## config.mk

```make
export PLATFORM = sky130hd
export DESIGN_NAME = dtc_top
export DESIGN_NICKNAME = d
export VERILOG_FILES = /design/src/inc/dtc_pkg.sv /design/src/hdl/dtc_top.sv /design/src/hdl/dtc_sync.sv /design/src/hdl/dtc_qual.sv
export SDC_FILE = /design/constraint.sdc
export NUM_CORES = 1
export LEC_CHECK = 0
export BUFFER_PORTS_ARGS = -buffer_cell sky130_fd_sc_hd__buf_2
export CAP_MARGIN = 20
export CELL_PAD_IN_SITES_DETAIL_PLACEMENT = 1
export CELL_PAD_IN_SITES_GLOBAL_PLACEMENT = 2
export CORE_MARGIN = 3
export CORE_UTILIZATION = 26
export CTS_BUF_LIST = sky130_fd_sc_hd__clkbuf_4
export DETAILED_ROUTE_END_ITERATION = 10
export GPL_TIMING_DRIVEN = 0
export PLACE_DENSITY_LB_ADDON = 0.1
export SKIP_CTS_REPAIR_TIMING = 1
export SKIP_LAST_GASP = 1
export SYNTH_ARGS = -nofsm -noshare
export SYNTH_HDL_FRONTEND = slang
export SYNTH_HIERARCHICAL = 1
export SYNTH_SLANG_ARGS = --single-unit
```

## constraint.sdc

```tcl
create_clock -name mclk -period 2.2 [get_ports mclk]
set_input_delay 0.11 -clock mclk [delete_from_list [all_inputs] [get_ports mclk]]
set_output_delay 0.11 -clock mclk [all_outputs]
set_load 0.03 [all_outputs]
```

## src/inc/dtc_pkg.sv

```systemverilog
/*
 * Constants shared by the debug trigger control block: register offsets,
 * control field positions, reset values and the run state type.
 * Assumes a 32-bit Avalon-MM slave with byte addresses.
 */
package dtc_pkg;

    // Register byte offsets
    localparam logic [3:0] OFF_CONTROL = 4'h0;
    localparam logic [3:0] OFF_STATUS  = 4'h4;
    localparam logic [3:0] OFF_CONFIG  = 4'h8;

    // Control register fields
    localparam int CTL_WIDTH      = 8;
    localparam int BIT_ENABLE     = 7;
    localparam int BIT_ARM        = 6;
    localparam int BIT_TAG        = 5;
    localparam int BIT_BREAK_REQUEST_ENABLE      = 4;
    localparam int BIT_A_VALUE    = 3;
    localparam int BIT_A_QUALIFY  = 2;
    localparam int BIT_B_VALUE    = 1;
    localparam int BIT_B_QUALIFY  = 0;
    localparam logic [7:0] CTL_RESET = 8'h00;

    // Status register fields
    localparam int STS_ACTIVE_FLAG = 0;
    localparam int STS_RUNNING     = 1;
    localparam int STS_DONE        = 2;
    localparam int STS_SECURE      = 3;

    // Configuration register fields
    localparam int CFG_WIDTH       = 3;
    localparam int CFG_BEGIN_TRACE = 0;
    localparam int CFG_TRIG_SELECT = 1;
    localparam int CFG_DATA_MODE   = 2;
    localparam logic [2:0] CFG_RESET = 3'h0;

    // Avalon lane holding the low byte
    localparam int LANE_LOW = 0;

    typedef enum logic [1:0] {
        RUN_IDLE,
        RUN_ACTIVE,
        RUN_DONE
    } dtc_run_type;

endpackage

```

## src/hdl/dtc_top.sv

```systemverilog
/*
 * Debug trigger control: control register, arm and run tracking,
 * comparator direction qualification and break request generation.
 * Assumes raw comparator matches, FIFO full and bus cycle signals come
 * from logic on mclk; the secure level arrives from a pin.
 */
`timescale 1ns/1ps
module dtc_top (
    input  wire logic        mclk,
    input  wire logic        resetn,
    input  wire logic        ce,
    // Avalon-MM slave
    input  wire logic [3:0]  avs_address,
    input  wire logic        avs_read,
    input  wire logic        avs_write,
    input  wire logic [31:0] avs_writedata,
    input  wire logic [3:0]  avs_byteenable,
    output logic      [31:0] avs_readdata,
    output logic             avs_waitrequest,
    // Security pin
    input  wire logic        secure_pin,
    // CPU bus cycle and comparator raw matches
    input  wire logic        bus_valid,
    input  wire logic        bus_read,
    input  wire logic        comp_a_hit,
    input  wire logic        comp_b_addr_hit,
    input  wire logic        comp_b_rdata_hit,
    input  wire logic        comp_b_wdata_hit,
    input  wire logic        serial_debug_port_busy,
    // Capture FIFO
    input  wire logic        fifo_full,
    output logic             capture_enable,
    output logic             run_stop,
    // Comparator setup towards match logic
    output logic             comp_b_data_mode,
    output logic             comp_b_use_wdata,
    output logic             trigger_select_option,
    // Break request to CPU core
    output logic             break_req,
    output logic             break_tag,
    output logic             trigger_hit
);

    logic [7:0]  debug_control_r;
    logic [2:0]  config_r;
    logic        capture_active_flag_r;
    dtc_pkg::dtc_run_type run_state_r;
    logic        ack_r;
    logic        secure_s;
    logic        fifo_full_d_r;
    logic        qual_a;
    logic        qual_b;
    logic        comp_b_raw;
    logic        wr_ctrl;
    logic        wr_cfg;
    logic        wr_arm_set;
    logic        wr_stop;
    logic        armed_en;
    logic        trigger;
    logic        fifo_fill;
    logic        run_complete;
    logic        brk_cause;
    logic [31:0] rd_mux;

    // Field helper used for the written control value
    function automatic logic ctl_bit(input logic [7:0] v, input int pos);
        ctl_bit = v[pos];
    endfunction

    // Secure level comes from a pin, so it is synchronised first
    dtc_sync #(
        .WIDTH(1)
    ) u_secure_sync (
        .mclk    (mclk),
        .resetn  (resetn),
        .ce      (ce),
        .async_in(secure_pin),
        .sync_out(secure_s)
    );

    // Bus handshake: every access waits exactly one cycle
    assign avs_waitrequest = (avs_read || avs_write) && !ack_r;

    always_ff @(posedge mclk or negedge resetn) begin
        if (!resetn) begin
            ack_r <= 1'b0;
        end else if (ce) begin
            ack_r <= (avs_read || avs_write) && !ack_r;
        end
    end

    // A write lands on the edge where waitrequest is low; no arm or mode gate
    assign wr_ctrl = avs_write && ack_r && (avs_address == dtc_pkg::OFF_CONTROL)
                     && avs_byteenable[dtc_pkg::LANE_LOW];
    assign wr_cfg  = avs_write && ack_r && (avs_address == dtc_pkg::OFF_CONFIG)
                     && avs_byteenable[dtc_pkg::LANE_LOW];

    assign wr_arm_set = wr_ctrl && ctl_bit(avs_writedata[7:0], dtc_pkg::BIT_ARM);
    // Clearing arm or enable is a stop write; the run phase and active flag reset only when arm is written 0
    assign wr_stop    = wr_ctrl && (!ctl_bit(avs_writedata[7:0], dtc_pkg::BIT_ARM)
                        || !ctl_bit(avs_writedata[7:0], dtc_pkg::BIT_ENABLE));

    // Module is live only when enabled and armed
    assign armed_en = debug_control_r[dtc_pkg::BIT_ENABLE] && debug_control_r[dtc_pkg::BIT_ARM];

    // Comparator A always watches the address bus
    dtc_qual u_qual_a (
        .raw_match  (comp_a_hit),
        .bus_valid  (bus_valid),
        .bus_read   (bus_read),
        .dir_qualify(debug_control_r[dtc_pkg::BIT_A_QUALIFY]),
        .dir_value  (debug_control_r[dtc_pkg::BIT_A_VALUE]),
        .blank      (serial_debug_port_busy),
        .qual_match (qual_a)
    );

    // Comparator B source: address, or the data bus picked by the A direction bits
    assign comp_b_use_wdata = config_r[dtc_pkg::CFG_DATA_MODE]
                              && debug_control_r[dtc_pkg::BIT_A_QUALIFY]
                              && !debug_control_r[dtc_pkg::BIT_A_VALUE];
    assign comp_b_data_mode = config_r[dtc_pkg::CFG_DATA_MODE];
    assign comp_b_raw = !config_r[dtc_pkg::CFG_DATA_MODE] ? comp_b_addr_hit
                        : (comp_b_use_wdata ? comp_b_wdata_hit : comp_b_rdata_hit);

    dtc_qual u_qual_b (
        .raw_match  (comp_b_raw),
        .bus_valid  (bus_valid),
        .bus_read   (bus_read),
        .dir_qualify(debug_control_r[dtc_pkg::BIT_B_QUALIFY]),
        .dir_value  (debug_control_r[dtc_pkg::BIT_B_VALUE]),
        .blank      (serial_debug_port_busy),
        .qual_match (qual_b)
    );

    assign trigger_select_option = config_r[dtc_pkg::CFG_TRIG_SELECT];

    // Trigger, FIFO fill edge and run completion
    assign trigger   = armed_en && (qual_a || qual_b);
    assign fifo_fill = armed_en && fifo_full && !fifo_full_d_r;
    // Trigger select is deliberately absent: only trace type sets the moment
    assign run_complete = config_r[dtc_pkg::CFG_BEGIN_TRACE] ? fifo_fill : trigger;
    assign brk_cause = debug_control_r[dtc_pkg::BIT_BREAK_REQUEST_ENABLE]
                       && (config_r[dtc_pkg::CFG_BEGIN_TRACE] ? fifo_fill
                                                              : trigger);

    always_ff @(posedge mclk or negedge resetn) begin
        if (!resetn) begin
            fifo_full_d_r <= 1'b0;
        end else if (ce) begin
            fifo_full_d_r <= fifo_full;
        end
    end

    // Control register; arm set by software wins over a same-cycle completion
    always_ff @(posedge mclk or negedge resetn) begin
        if (!resetn) begin
            debug_control_r <= dtc_pkg::CTL_RESET;
        end else if (ce) begin
            if (wr_ctrl) begin
                debug_control_r[5:0] <= avs_writedata[5:0];
                debug_control_r[dtc_pkg::BIT_ARM] <= ctl_bit(avs_writedata[7:0], dtc_pkg::BIT_ARM);
                // Enable cannot be raised while secure
                debug_control_r[dtc_pkg::BIT_ENABLE] <= ctl_bit(avs_writedata[7:0], dtc_pkg::BIT_ENABLE)
                                                        && !(secure_s && !debug_control_r[dtc_pkg::BIT_ENABLE]);
            end else if (run_complete) begin
                debug_control_r[dtc_pkg::BIT_ARM] <= 1'b0;
            end
        end
    end

    // Active flag follows arm writes and run ends
    always_ff @(posedge mclk or negedge resetn) begin
        if (!resetn) begin
            capture_active_flag_r <= 1'b0;
        end else if (ce) begin
            if (wr_arm_set) begin
                capture_active_flag_r <= 1'b1;
            end else if (wr_stop || run_complete) begin
                capture_active_flag_r <= 1'b0;
            end
        end
    end

    // Run phase for status readback
    always_ff @(posedge mclk or negedge resetn) begin
        if (!resetn) begin
            run_state_r <= dtc_pkg::RUN_IDLE;
        end else if (ce) begin
            case (run_state_r)
                dtc_pkg::RUN_IDLE: begin
                    if (wr_arm_set) begin
                        run_state_r <= dtc_pkg::RUN_ACTIVE;
                    end
                end
                dtc_pkg::RUN_ACTIVE: begin
                    if (wr_arm_set) begin
                        run_state_r <= dtc_pkg::RUN_ACTIVE;
                    end else if (wr_stop) begin
                        run_state_r <= dtc_pkg::RUN_IDLE;
                    end else if (run_complete) begin
                        run_state_r <= dtc_pkg::RUN_DONE;
                    end
                end
                dtc_pkg::RUN_DONE: begin
                    if (wr_arm_set) begin
                        run_state_r <= dtc_pkg::RUN_ACTIVE;
                    end
                end
                default: begin
                    run_state_r <= dtc_pkg::RUN_IDLE;
                end
            endcase
        end
    end

    // Configuration register of trace type, trigger select and data mode
    always_ff @(posedge mclk or negedge resetn) begin
        if (!resetn) begin
            config_r <= dtc_pkg::CFG_RESET;
        end else if (ce && wr_cfg) begin
            config_r <= avs_writedata[2:0];
        end
    end

    // Break pulse carries the kind selected at the cause
    always_ff @(posedge mclk or negedge resetn) begin
        if (!resetn) begin
            break_req   <= 1'b0;
            break_tag   <= 1'b0;
            trigger_hit <= 1'b0;
            run_stop    <= 1'b0;
        end else if (ce) begin
            break_req   <= brk_cause;
            break_tag   <= brk_cause && debug_control_r[dtc_pkg::BIT_TAG];
            trigger_hit <= trigger;
            run_stop    <= wr_stop && armed_en;
        end
    end

    // FIFO stores only while live; a stop write cuts it the next edge
    always_ff @(posedge mclk or negedge resetn) begin
        if (!resetn) begin
            capture_enable <= 1'b0;
        end else if (ce) begin
            capture_enable <= wr_ctrl ? (ctl_bit(avs_writedata[7:0], dtc_pkg::BIT_ARM)
                                         && ctl_bit(avs_writedata[7:0], dtc_pkg::BIT_ENABLE)
                                         && !(secure_s && !debug_control_r[dtc_pkg::BIT_ENABLE]))
                                      : (armed_en && !run_complete);
        end
    end

    // Read mux; unmapped addresses read zero
    always_comb begin
        rd_mux = 32'h0000_0000;
        case (avs_address)
            dtc_pkg::OFF_CONTROL: rd_mux[7:0] = debug_control_r;
            dtc_pkg::OFF_STATUS: begin
                rd_mux[dtc_pkg::STS_ACTIVE_FLAG] = capture_active_flag_r;
                rd_mux[dtc_pkg::STS_RUNNING]     = (run_state_r == dtc_pkg::RUN_ACTIVE);
                rd_mux[dtc_pkg::STS_DONE]        = (run_state_r == dtc_pkg::RUN_DONE);
                rd_mux[dtc_pkg::STS_SECURE]      = secure_s;
            end
            dtc_pkg::OFF_CONFIG: rd_mux[2:0] = config_r;
            default: rd_mux = 32'h0000_0000;
        endcase
    end

    // Read data captured at the first edge, stable through the answering edge
    always_ff @(posedge mclk or negedge resetn) begin
        if (!resetn) begin
            avs_readdata <= 32'h0000_0000;
        end else if (ce && avs_read && !ack_r) begin
            avs_readdata <= rd_mux;
        end
    end

    a_low_bits_land: assert property (@(posedge mclk) disable iff (!resetn)
        (ce && wr_ctrl) |=> (debug_control_r[5:0] == $past(avs_writedata[5:0])))
        else $error("Control write did not land");

    a_secure_block: assert property (@(posedge mclk) disable iff (!resetn)
        (ce && wr_ctrl && secure_s && !debug_control_r[dtc_pkg::BIT_ENABLE])
        |=> !debug_control_r[dtc_pkg::BIT_ENABLE])
        else $error("Enable set while secure");

    a_arm_flag_set: assert property (@(posedge mclk) disable iff (!resetn)
        (ce && wr_arm_set) |=> (capture_active_flag_r && debug_control_r[dtc_pkg::BIT_ARM]))
        else $error("Arm write did not set active flag");

    a_run_clears_arm: assert property (@(posedge mclk) disable iff (!resetn)
        (ce && run_complete && !wr_ctrl) |=> !debug_control_r[dtc_pkg::BIT_ARM])
        else $error("Arm not cleared at run end");

    a_stop_write: assert property (@(posedge mclk) disable iff (!resetn)
        (ce && wr_stop) |=> (!capture_enable && !armed_en))
        else $error("Run not stopped by write");

    a_break_kind: assert property (@(posedge mclk) disable iff (!resetn)
        (ce && brk_cause) |=> (break_req && break_tag == $past(debug_control_r[dtc_pkg::BIT_TAG])))
        else $error("Break kind wrong");

    a_break_off: assert property (@(posedge mclk) disable iff (!resetn)
        (ce && !debug_control_r[dtc_pkg::BIT_BREAK_REQUEST_ENABLE]) |=> !break_req)
        else $error("Break with breaks disabled");

    a_end_timing: assert property (@(posedge mclk) disable iff (!resetn)
        (ce && debug_control_r[dtc_pkg::BIT_BREAK_REQUEST_ENABLE] && !config_r[dtc_pkg::CFG_BEGIN_TRACE] && trigger)
        |=> break_req)
        else $error("End trace break missing");

    a_begin_timing: assert property (@(posedge mclk) disable iff (!resetn)
        (ce && config_r[dtc_pkg::CFG_BEGIN_TRACE] && !fifo_fill) |=> !break_req)
        else $error("Begin trace break without FIFO fill");

    a_dir_qual_a: assert property (@(posedge mclk) disable iff (!resetn)
        (debug_control_r[dtc_pkg::BIT_A_QUALIFY] && bus_read != debug_control_r[dtc_pkg::BIT_A_VALUE])
        |-> !qual_a)
        else $error("Comparator A direction ignored");

    a_port_blank: assert property (@(posedge mclk) disable iff (!resetn)
        serial_debug_port_busy |-> !(qual_a || qual_b))
        else $error("Comparator active during port access");

    a_pulse_single: assert property (@(posedge mclk) disable iff (!resetn)
        (ce && break_req) |=> !break_req)
        else $error("Break longer than one cycle");

endmodule

```

## src/hdl/dtc_sync.sv

```systemverilog
/*
 * Two-stage level synchroniser for pins from outside the mclk domain.
 * Assumes the input is a slow level; pulses shorter than one clock may be lost.
 */
`timescale 1ns/1ps
module dtc_sync #(
    parameter int WIDTH = 1
) (
    input  wire logic             mclk,
    input  wire logic             resetn,
    input  wire logic             ce,
    input  wire logic [WIDTH-1:0] async_in,
    output logic      [WIDTH-1:0] sync_out
);

    logic [WIDTH-1:0] stage1_r;

    // First stage feeds only the second stage
    always_ff @(posedge mclk or negedge resetn) begin
        if (!resetn) begin
            stage1_r <= '0;
            sync_out <= '0;
        end else if (ce) begin
            stage1_r <= async_in;
            sync_out <= stage1_r;
        end
    end

endmodule

```

## src/hdl/dtc_qual.sv

```systemverilog
/*
 * Direction qualifier for one comparator: gates a raw match with the
 * read/write level of the current CPU bus cycle.
 * Assumes raw_match and bus signals come from the mclk domain.
 */
`timescale 1ns/1ps
module dtc_qual (
    input  wire logic raw_match,
    input  wire logic bus_valid,
    input  wire logic bus_read,
    input  wire logic dir_qualify,
    input  wire logic dir_value,
    input  wire logic blank,
    output logic      qual_match
);

    logic dir_ok;

    // Value 0 selects write cycles, 1 selects read cycles
    assign dir_ok     = !dir_qualify || (bus_read == dir_value);
    // Comparators are blind while the serial port owns the bus
    assign qual_match = raw_match && bus_valid && dir_ok && !blank;

endmodule

```

# After elaboration in Yosys (flattened, before gate mapping)
# Cells that the tools add are included.
# word_totals
regBits,31
input_bits,54
# op_classes
n_eq_ne,8
muxes,16
n_reduce_logical,57
# ops
operator,count
logical AND 1 bit,31
logical NOT 1 bit,11
one-hot mux 3 bit (3 select lines),1
2-to-1 mux 1 bit,8
2-to-1 mux 2 bit,4
logical OR 1 bit,6
AND reduction 2 bit,3
"== test 4 x 3 -> 1 bit, second input constant",1
"== test 4 bit, second input constant",1
logical NOT 4 bit,1
2-to-1 mux 4 bit,1
"!= test 4 bit, second input constant",1
one-hot mux 2 bit (2 select lines),1
nonzero test 2 bit,2
AND reduction 3 bit,1
== test 1 bit,2
"== test 2 x 1 -> 1 bit, second input constant",1
"== test 2 bit, second input constant",1
logical NOT 2 bit,1
"!= test 2 x 1 -> 1 bit, second input constant",1
one-hot mux 1 bit (2 select lines),1
OR reduction 2 bit,1

# Logic depth before layout (Yosys ltp)
# Gate-level depths: netlist of run 1.
# depth
ltp_word,14
ltp_mapped,10

# Hierarchy
# Netlist of run 1, hierarchy kept.
# by_module_without_submodules
module,instances,cells_per_inst,area_per_inst_um2,seq_area_each_um2
dtc_top,1,145,1571.5,725.7
dtc_sync,1,4,72.6,50.0
dtc_qual,2,3,25.0,0.0

# Least setup slack after synthesis of run 1
# No wires, ideal clock.
# synth_timing
kind,register -> register
start,reg config_r[2]
end,reg run_state_r[1]
setup_time_ns,0.110
t_arrival_ns,2.399
required_ns,2.090
slack_ns,-0.309
path_stages_with_launch,11
path_buffers,0
path_cell_list,dfrtp_1 > nand2_1 > nor2_1 > mux2i_1 > a21oi_1 > nand2_1 > a211oi_2 > nor2_1 > o22ai_1 > nand4_1 > o41ai_1
# synth_between
elab_chain_len,12
# synth_lines
item,line,rtl
start: declaration,dtc_top.sv:45,logic [2:0] config_r;
start signal: assignment,dtc_top.sv:219,config_r <= dtc_pkg::CFG_RESET;
start signal: assignment,dtc_top.sv:221,config_r <= avs_writedata[2:0];
logical AND 1 bit,dtc_top.sv:119,&& debug_control_r[dtc_pkg::BIT_A_QUALIFY]
logical AND 1 bit,dtc_top.sv:120,&& !debug_control_r[dtc_pkg::BIT_A_VALUE];
via comp_b_use_wdata,dtc_top.sv:36,"output logic comp_b_use_wdata,"
2-to-1 mux 1 bit,dtc_top.sv:123,: (comp_b_use_wdata ? comp_b_wdata_hit : comp_b_rdata_hit);
2-to-1 mux 1 bit,dtc_top.sv:122,assign comp_b_raw = !config_r[dtc_pkg::CFG_DATA_MODE] ? comp_b_addr_hit
via comp_b_raw,dtc_top.sv:53,logic comp_b_raw;
logical AND 1 bit (3 in a row),dtc_qual.sv:22,assign qual_match = raw_match && bus_valid && dir_ok && !blank;
via qual_b,dtc_top.sv:52,logic qual_b;
logical OR 1 bit,dtc_top.sv:138,assign trigger = armed_en && (qual_a || qual_b);
logical AND 1 bit,dtc_top.sv:138,
2-to-1 mux 1 bit,dtc_top.sv:141,assign run_complete = config_r[dtc_pkg::CFG_BEGIN_TRACE] ? fifo_fill : trigger;
!= test 4 bit (no source line),-,
AND reduction 3 bit (no source line),-,
end signal: assignment,dtc_top.sv:187,run_state_r <= dtc_pkg::RUN_IDLE;
end signal: assignment,dtc_top.sv:192,run_state_r <= dtc_pkg::RUN_ACTIVE;
end signal: assignment,dtc_top.sv:197,run_state_r <= dtc_pkg::RUN_ACTIVE;
end: declaration,dtc_top.sv:47,dtc_pkg::dtc_run_type run_state_r;
# The timed path passes the listed nets, and every way through them passes these cells.
# A chain may end at the register's enable or synchronous reset.

# Final worst setup path of run 1
# layout_timing
start,reg debug_control_r[3]
end,reg break_req
# layout_between
elab_chain_len,11
elab_cells_between_ends,15
cone_classes,1 x eq/ne; 3 x mux; 11 x reduce/logical
# layout_lines
item,line,rtl
start: declaration,dtc_top.sv:44,logic [7:0] debug_control_r;
start signal: assignment,dtc_top.sv:157,debug_control_r <= dtc_pkg::CTL_RESET;
start signal: assignment,dtc_top.sv:160,debug_control_r[5:0] <= avs_writedata[5:0];
start signal: indexed assignment,dtc_top.sv:161,"debug_control_r[dtc_pkg::BIT_ARM] <= ctl_bit(avs_writedata[7:0], dtc_pkg::BIT_ARM);"
logical NOT 1 bit,dtc_top.sv:120,
logical AND 1 bit,dtc_top.sv:120,
2-to-1 mux 1 bit,dtc_top.sv:123,
2-to-1 mux 1 bit,dtc_top.sv:122,
via comp_b_raw,dtc_top.sv:53,
logical AND 1 bit (3 in a row),dtc_qual.sv:22,
via qual_b,dtc_top.sv:52,
logical OR 1 bit,dtc_top.sv:138,
logical AND 1 bit,dtc_top.sv:138,
2-to-1 mux 1 bit,dtc_top.sv:143,&& (config_r[dtc_pkg::CFG_BEGIN_TRACE] ? fifo_fill
logical AND 1 bit,dtc_top.sv:143,
end signal: assignment,dtc_top.sv:233,break_req <= brk_cause;
end: declaration,dtc_top.sv:39,"output logic break_req,"
# The timed path passes the listed nets, and every way through them passes these cells.

==> results of run 1 <==
-- per-stage QoR --
step | std cells | area, sq um | hold WS [ps] | setup WS [ps] | setup TNS (ps)
after floorplan | 178 | 1790 | -186 | 55.4 | 0
after global placement | 295 | 2090 | 207 | -10.6 | -10.6
after detailed placement | 295 | 2090 | 214 | -96.9 | -96.9
after CTS | 303 | 2150 | -161 | -131 | -131
after global routing | 310 | 2230 | 0.817 | 15.4 | 0
final | 310 | 2230 | 1.29 | 158 | 0
-- report_power, final --
| group | switching [mW] | internal (mW) | total [mW] | leakage, nW |
|---|---|---|---|---|
| sequential | 0.0466 | 0.619 | 0.665 | 0.409 |
| combinational | 0.198 | 0.138 | 0.336 | 0.708 |
| clock | 0.197 | 0.131 | 0.327 | 0.0307 |
-- sequential cells by signal, indices dropped and copies added (netlist names), 2 cells and up --
signal / flops
avs_readdata: 8
config_r: 3
debug_control_r: 8
run_state_r: 2
-- how the worst min path moves through the flow --
stage	to	slack, ps	depth (start not counted)
6_report	debug_control_r[3]	1	2
2_1_floorplan	ack_r	-190	0
5_1_grt	debug_control_r[3]	0.8	2
4_1_cts	debug_control_r[6]	-160	1
3_5_place_dp	avs_readdata[1]	210	1
3_3_place_gp	avs_readdata[1]	210	1
-- synth_stat cells, types with 2 or more instances --
master    number
a22o_1         6
nand4_1        3
xor2_1         2
a22o_2         2
a21oi_1        5
dfrtp_1       31
mux2_4         4
nor3_1         3
nor3b_1        2
a211oi_2       2
clkbuf_1       3
o22ai_1        3
mux2i_1        4
nand3_1        2
mux2_2         9
inv_1          6
nor2b_1        2
o21ai_0        4
buf_6          2
nand3b_1       2
buf_4         24
nand2_1       11
o31ai_1        2
nor2_1         6
-- worst max-delay path, cell delays in order (launching register included) --
cell and delay (ps):
dfrtp_1 470, nor2_4 140, mux2i_1 80, a21oi_1 150, nand2_1 80, a211oi_2 200
nor2_1 90, o22ai_2 260, nand4_1 180, buf_4 190, o22ai_1 120
-- layout make-up --
cell class                 instances  area share (%)
tap                               75            4.21
multi-input combinational        111            35.2
inverter                           6            1.01
sequential                        31            34.9
clock inverter                     2           0.337
buffer                            30            10.3
clock buffer                       6            2.02
timing repair buffer              49            12.1
-- cell families (layout without fill, tap and decap cells) --
group,after synthesis,after routing,share of synthesized area [%]
AND/OR/NAND/NOR,36,36,11.4
XOR/XNOR,2,2,1.03
AO/OA/AOI/OAI,32,32,14.8
multiplexers,17,17,11.9
flip-flops,31,31,45.8
other,1,24,0.221
buffers and inverters,36,93,14.8
-- per-layer routing --
metal / vias up / GRT usage (%) / routed length [microns]
li1: 662 / - / -
met1: 652 / 15.3 / 1870
met2: 43 / 20.7 / 2170
met3: 8 / 2.85 / 278
met4: 0 / 5.52 / 82
met5: - / 0 / 0
==> flow_metrics.tcl, run 1 <==
set metrics [dict create \
    crit_fanout 4 \
    first_global_vias 1446 \
    overflow 0 \
    grt_use_total_pct 12.4 \
    cts_tree "built" \
    fillers 729 \
    multi_input_area_sq_um 785 \
    synthDistinctLibCells 39 \
    cp.arrival_ps 2290 \
    synth_area_per_cell_sq_um 10.9 \
    antennaDiodeCount 0 \
    synth_cells 155 \
    timing.fmax_mhz 490 \
    pin_count 95 \
    routedWlPerCell_microns 14.2 \
    reg2reg_to "break_req" \
    route.vias.total 1365 \
    maxSlewHeadroom_pct 52.5 \
    drive_above_1_share_pct 46.4 \
    post-route-util_pct 36.4 \
    critPathLaunch "debug_control_r[3]" \
    worstHoldStart "avs_writedata[3]" \
    ys_seq_area_share_pct 45.8 \
    crit_path_end "break_req" \
    initial_core_util_pct 27.6 \
    antenna_found_initial 0 \
    numPortBuffers 42 \
    setup_viol 0 \
    viasPerCell 4.40 \
    grt_first_pass_wirelength_mm 7.11 \
    synth_warnings 6 \
    dr.pass1.iters 4 \
    grt_setup_unrepaired "no" \
    cts_buffers 5 \
    regToRegSetupSlack_ps 160 \
    final_max_slew_viol_count 0 \
    clock-skew-final_ps 9.69 \
    hold_violations 0 \
    crit_path_start_kind "register" \
    r2r_cells 10 \
    gp_congestion 0.773 \
    status "finished, final reports clean" \
    worst_pin_slew_ps 713 \
    synth_edf_count 0 \
    dieArea_sq_um 7520 \
    synthFlopType "dfrtp_1" \
    timing.rr.start "debug_control_r[3]" \
    coreArea_sq_um 6130 \
    cts_num_sinks 31 \
    power_mw 1.33 \
    root_buffer "clkbuf_4" \
    synth.area.top_cells "dfrtp_1 46%, buf_4 11%, mux2_2 6.0%" \
    synthArstFlopShare_pct 100 \
    synth_top_area_share_pct 45.8 \
    worstSkewPairLatency_ps 340 \
    hold_class "input port to register" \
    area_growth_pct 31.7 \
    synth_seq_cells 31 \
    yosysTopAreaCell "dfrtp_1" \
    netlist_area_sq_um 1690 \
    drc 0 \
    clockBufferDepth 2 \
    grt_start_max_net_pins 32 \
    end_kind "register" \
    cts.htree.levels 2 \
    final_cell_mix "42 x buf_2, 29 x dfrtp_1, 28 x buf_4" \
    hpwl_mm 3.51 \
    first_iter_violations 23 \
    ant_nets 0 \
    final_common_cell "buf_2" \
    clk_pin_slew_ps 100 \
    die_h_microns 86.7 \
    maxCapViolations 0 \
    power.density_nw_per_um2 596 \
    final-seq-area_sq_um 778 \
    critPathKind "register to register" \
    die_x_microns 86.7 \
    min_period_ps 2040 \
    rows 28 \
    period_share_pct 92.8 \
    crit_required_ps 2450 \
    ir_drop_mv 0.208 \
    p_leak_nw 1.15 \
    nets 288 \
    routed_wl_mm 4.40 \
]
No activity file was read; power rests on OpenSTA's default activity.
==> inputs of run 2 (changes only) <==
- HOLD_SLACK_MARGIN: default -> 0.15
==> flow_metrics.tcl, run 2 (synthesis gave the netlist of run 1 again) <==
set metrics [dict create \
    hpwl_mm 3.51 \
    coreArea_sq_um 6130 \
    maxCapViolations 0 \
    hold_violations 0 \
    cts_tree "built" \
    path_cells "nor2_4 -> mux2i_1 -> a21oi_1 -> nand2_1 -> a211oi_2 -> nor2_1 -> o22ai_2 -> nand4_1 -> buf_4 -> o22ai_1" \
    initial_core_util_pct 27.6 \
    worst_slack_ps 155 \
    cp_slowest_stage_delay_ps 470 \
    antennaDiodeCount 0 \
    crit_required_ps 2450 \
    first_global_vias 1446 \
    cts_buffers 5 \
    crit_path_start_kind "register" \
    crit_fanout 4 \
    viasPerCell 4.40 \
    ir_drop_mv 0.208 \
    fillers 723 \
    setup_viol 0 \
    p_leak_nw 1.19 \
    cts.htree.levels 2 \
    grt_use_total_pct 12.4 \
    drc 0 \
    fin_cells 321 \
    routedWlPerCell_microns 14.0 \
    min_period_ps 2050 \
    cp.arrival_ps 2300 \
    rows 28 \
    worst_pin_slew_ps 718 \
    dp_worst_setup_slack_ps -96.9 \
    critPathKind "register to register" \
    maxSlewHeadroom_pct 52.1 \
    place_inst 295 \
    overflow 0 \
    area_growth_pct 38.2 \
    final_max_slew_viol_count 0 \
    pin_count 95 \
    grt_start_max_net_pins 32 \
    end_kind "register" \
    cp_top_family "compound AO/OA/AOI/OAI gates" \
    die_x_microns 86.7 \
    drive_above_1_share_pct 44.3 \
    routed_wl_mm 4.48 \
    root_buffer "clkbuf_4" \
    first_iter_violations 32 \
    clk_pin_slew_ps 100 \
    clockBufferDepth 2 \
    antenna_found_initial 0 \
    grt_setup_unrepaired "no" \
    clock-skew-final_ps 9.11 \
    crit_slowest_cell "dfrtp_1" \
    hold_class "input port to register" \
    nets 299 \
    cts_num_sinks 31 \
    holdWs_ps 137 \
    post-route-util_pct 38.2 \
    worstSkewPairLatency_ps 330 \
    final_common_cell "buf_2" \
    gp_congestion 0.773 \
    route.vias.total 1412 \
    numPortBuffers 42 \
    dr.pass1.iters 4 \
    die_h_microns 86.7 \
    status "finished, final reports clean" \
    period_share_pct 93.0 \
    timing.fmax_mhz 489 \
    final_cell_mix "42 x buf_2, 29 x dfrtp_1, 28 x buf_4" \
    dieArea_sq_um 7520 \
    grt_first_pass_wirelength_mm 7.11 \
    ant_nets 0 \
    power.density_nw_per_um2 575 \
    path_buf_inv 1 \
    reg_top3 "avs_readdata (8), debug_control_r (8), config_r (3)" \
]
[run 2: worst paths after layout]
kind                                    startpoint                  to  slack, ps  depth (start not counted)
max in group asynchronous                   resetn  debug_control_r[2]       1350                          2
worst max-delay path            debug_control_r[3]           break_req        150                         10
worst max register to register  debug_control_r[3]           break_req        150                         10
worst min register to register     avs_readdata[2]     avs_readdata[2]        510                          2
worst min-delay path                avs_address[3]     avs_readdata[1]        140                          4
min in group asynchronous                   resetn         config_r[0]        360                          2
[run 2: metal layers]
metal  vias up  wire length, microns  track usage [%]
li1        684                     -                -
met1       678                  1920             15.3
met2        43                  2220             20.7
met3         7                   268             2.85
met4         0                    69             5.52
met5         -                     0                0
[run 2: area by class of cell]
type / count / area [sq um] / area share, %
Multi-Input combinational cell: 111 / 785 / 33.5
Sequential cell: 31 / 778 / 33.2
Timing Repair Buffer: 60 / 380 / 16.2
Buffer: 30 / 229 / 9.78
Tap cell: 75 / 93.8 / 4.01
Clock buffer: 6 / 45.0 / 1.92
Inverter: 6 / 22.5 / 0.962
Clock inverter: 2 / 7.51 / 0.321
[run 2: report_power, final]
part | total, mW | internal, mW | switching [mW]
Sequential | 0.665 | 0.619 | 0.0466
Combinational | 0.353 | 0.152 | 0.201
Clock | 0.328 | 0.131 | 0.198
[run 2: tightest hold or removal path: cells and delay by family]
kind	cells	cell delay [ps]
buffers and inverters	1	110
AO/OA/AOI/OAI	1	70
AND/OR/NAND/NOR	2	140
[run 2: through the flow]
| step | TNS [ps] | area [sq um] | total power, mW |
|---|---|---|---|
| floorplan | 0 | 1790 | 0.897 |
| global placement | -10.6 | 2090 | 0.988 |
| detailed placement | -96.9 | 2090 | 0.999 |
| CTS | -131 | 2150 | 1.33 |
| global route | 0 | 2340 | 1.43 |
| finish | 0 | 2340 | 1.35 |
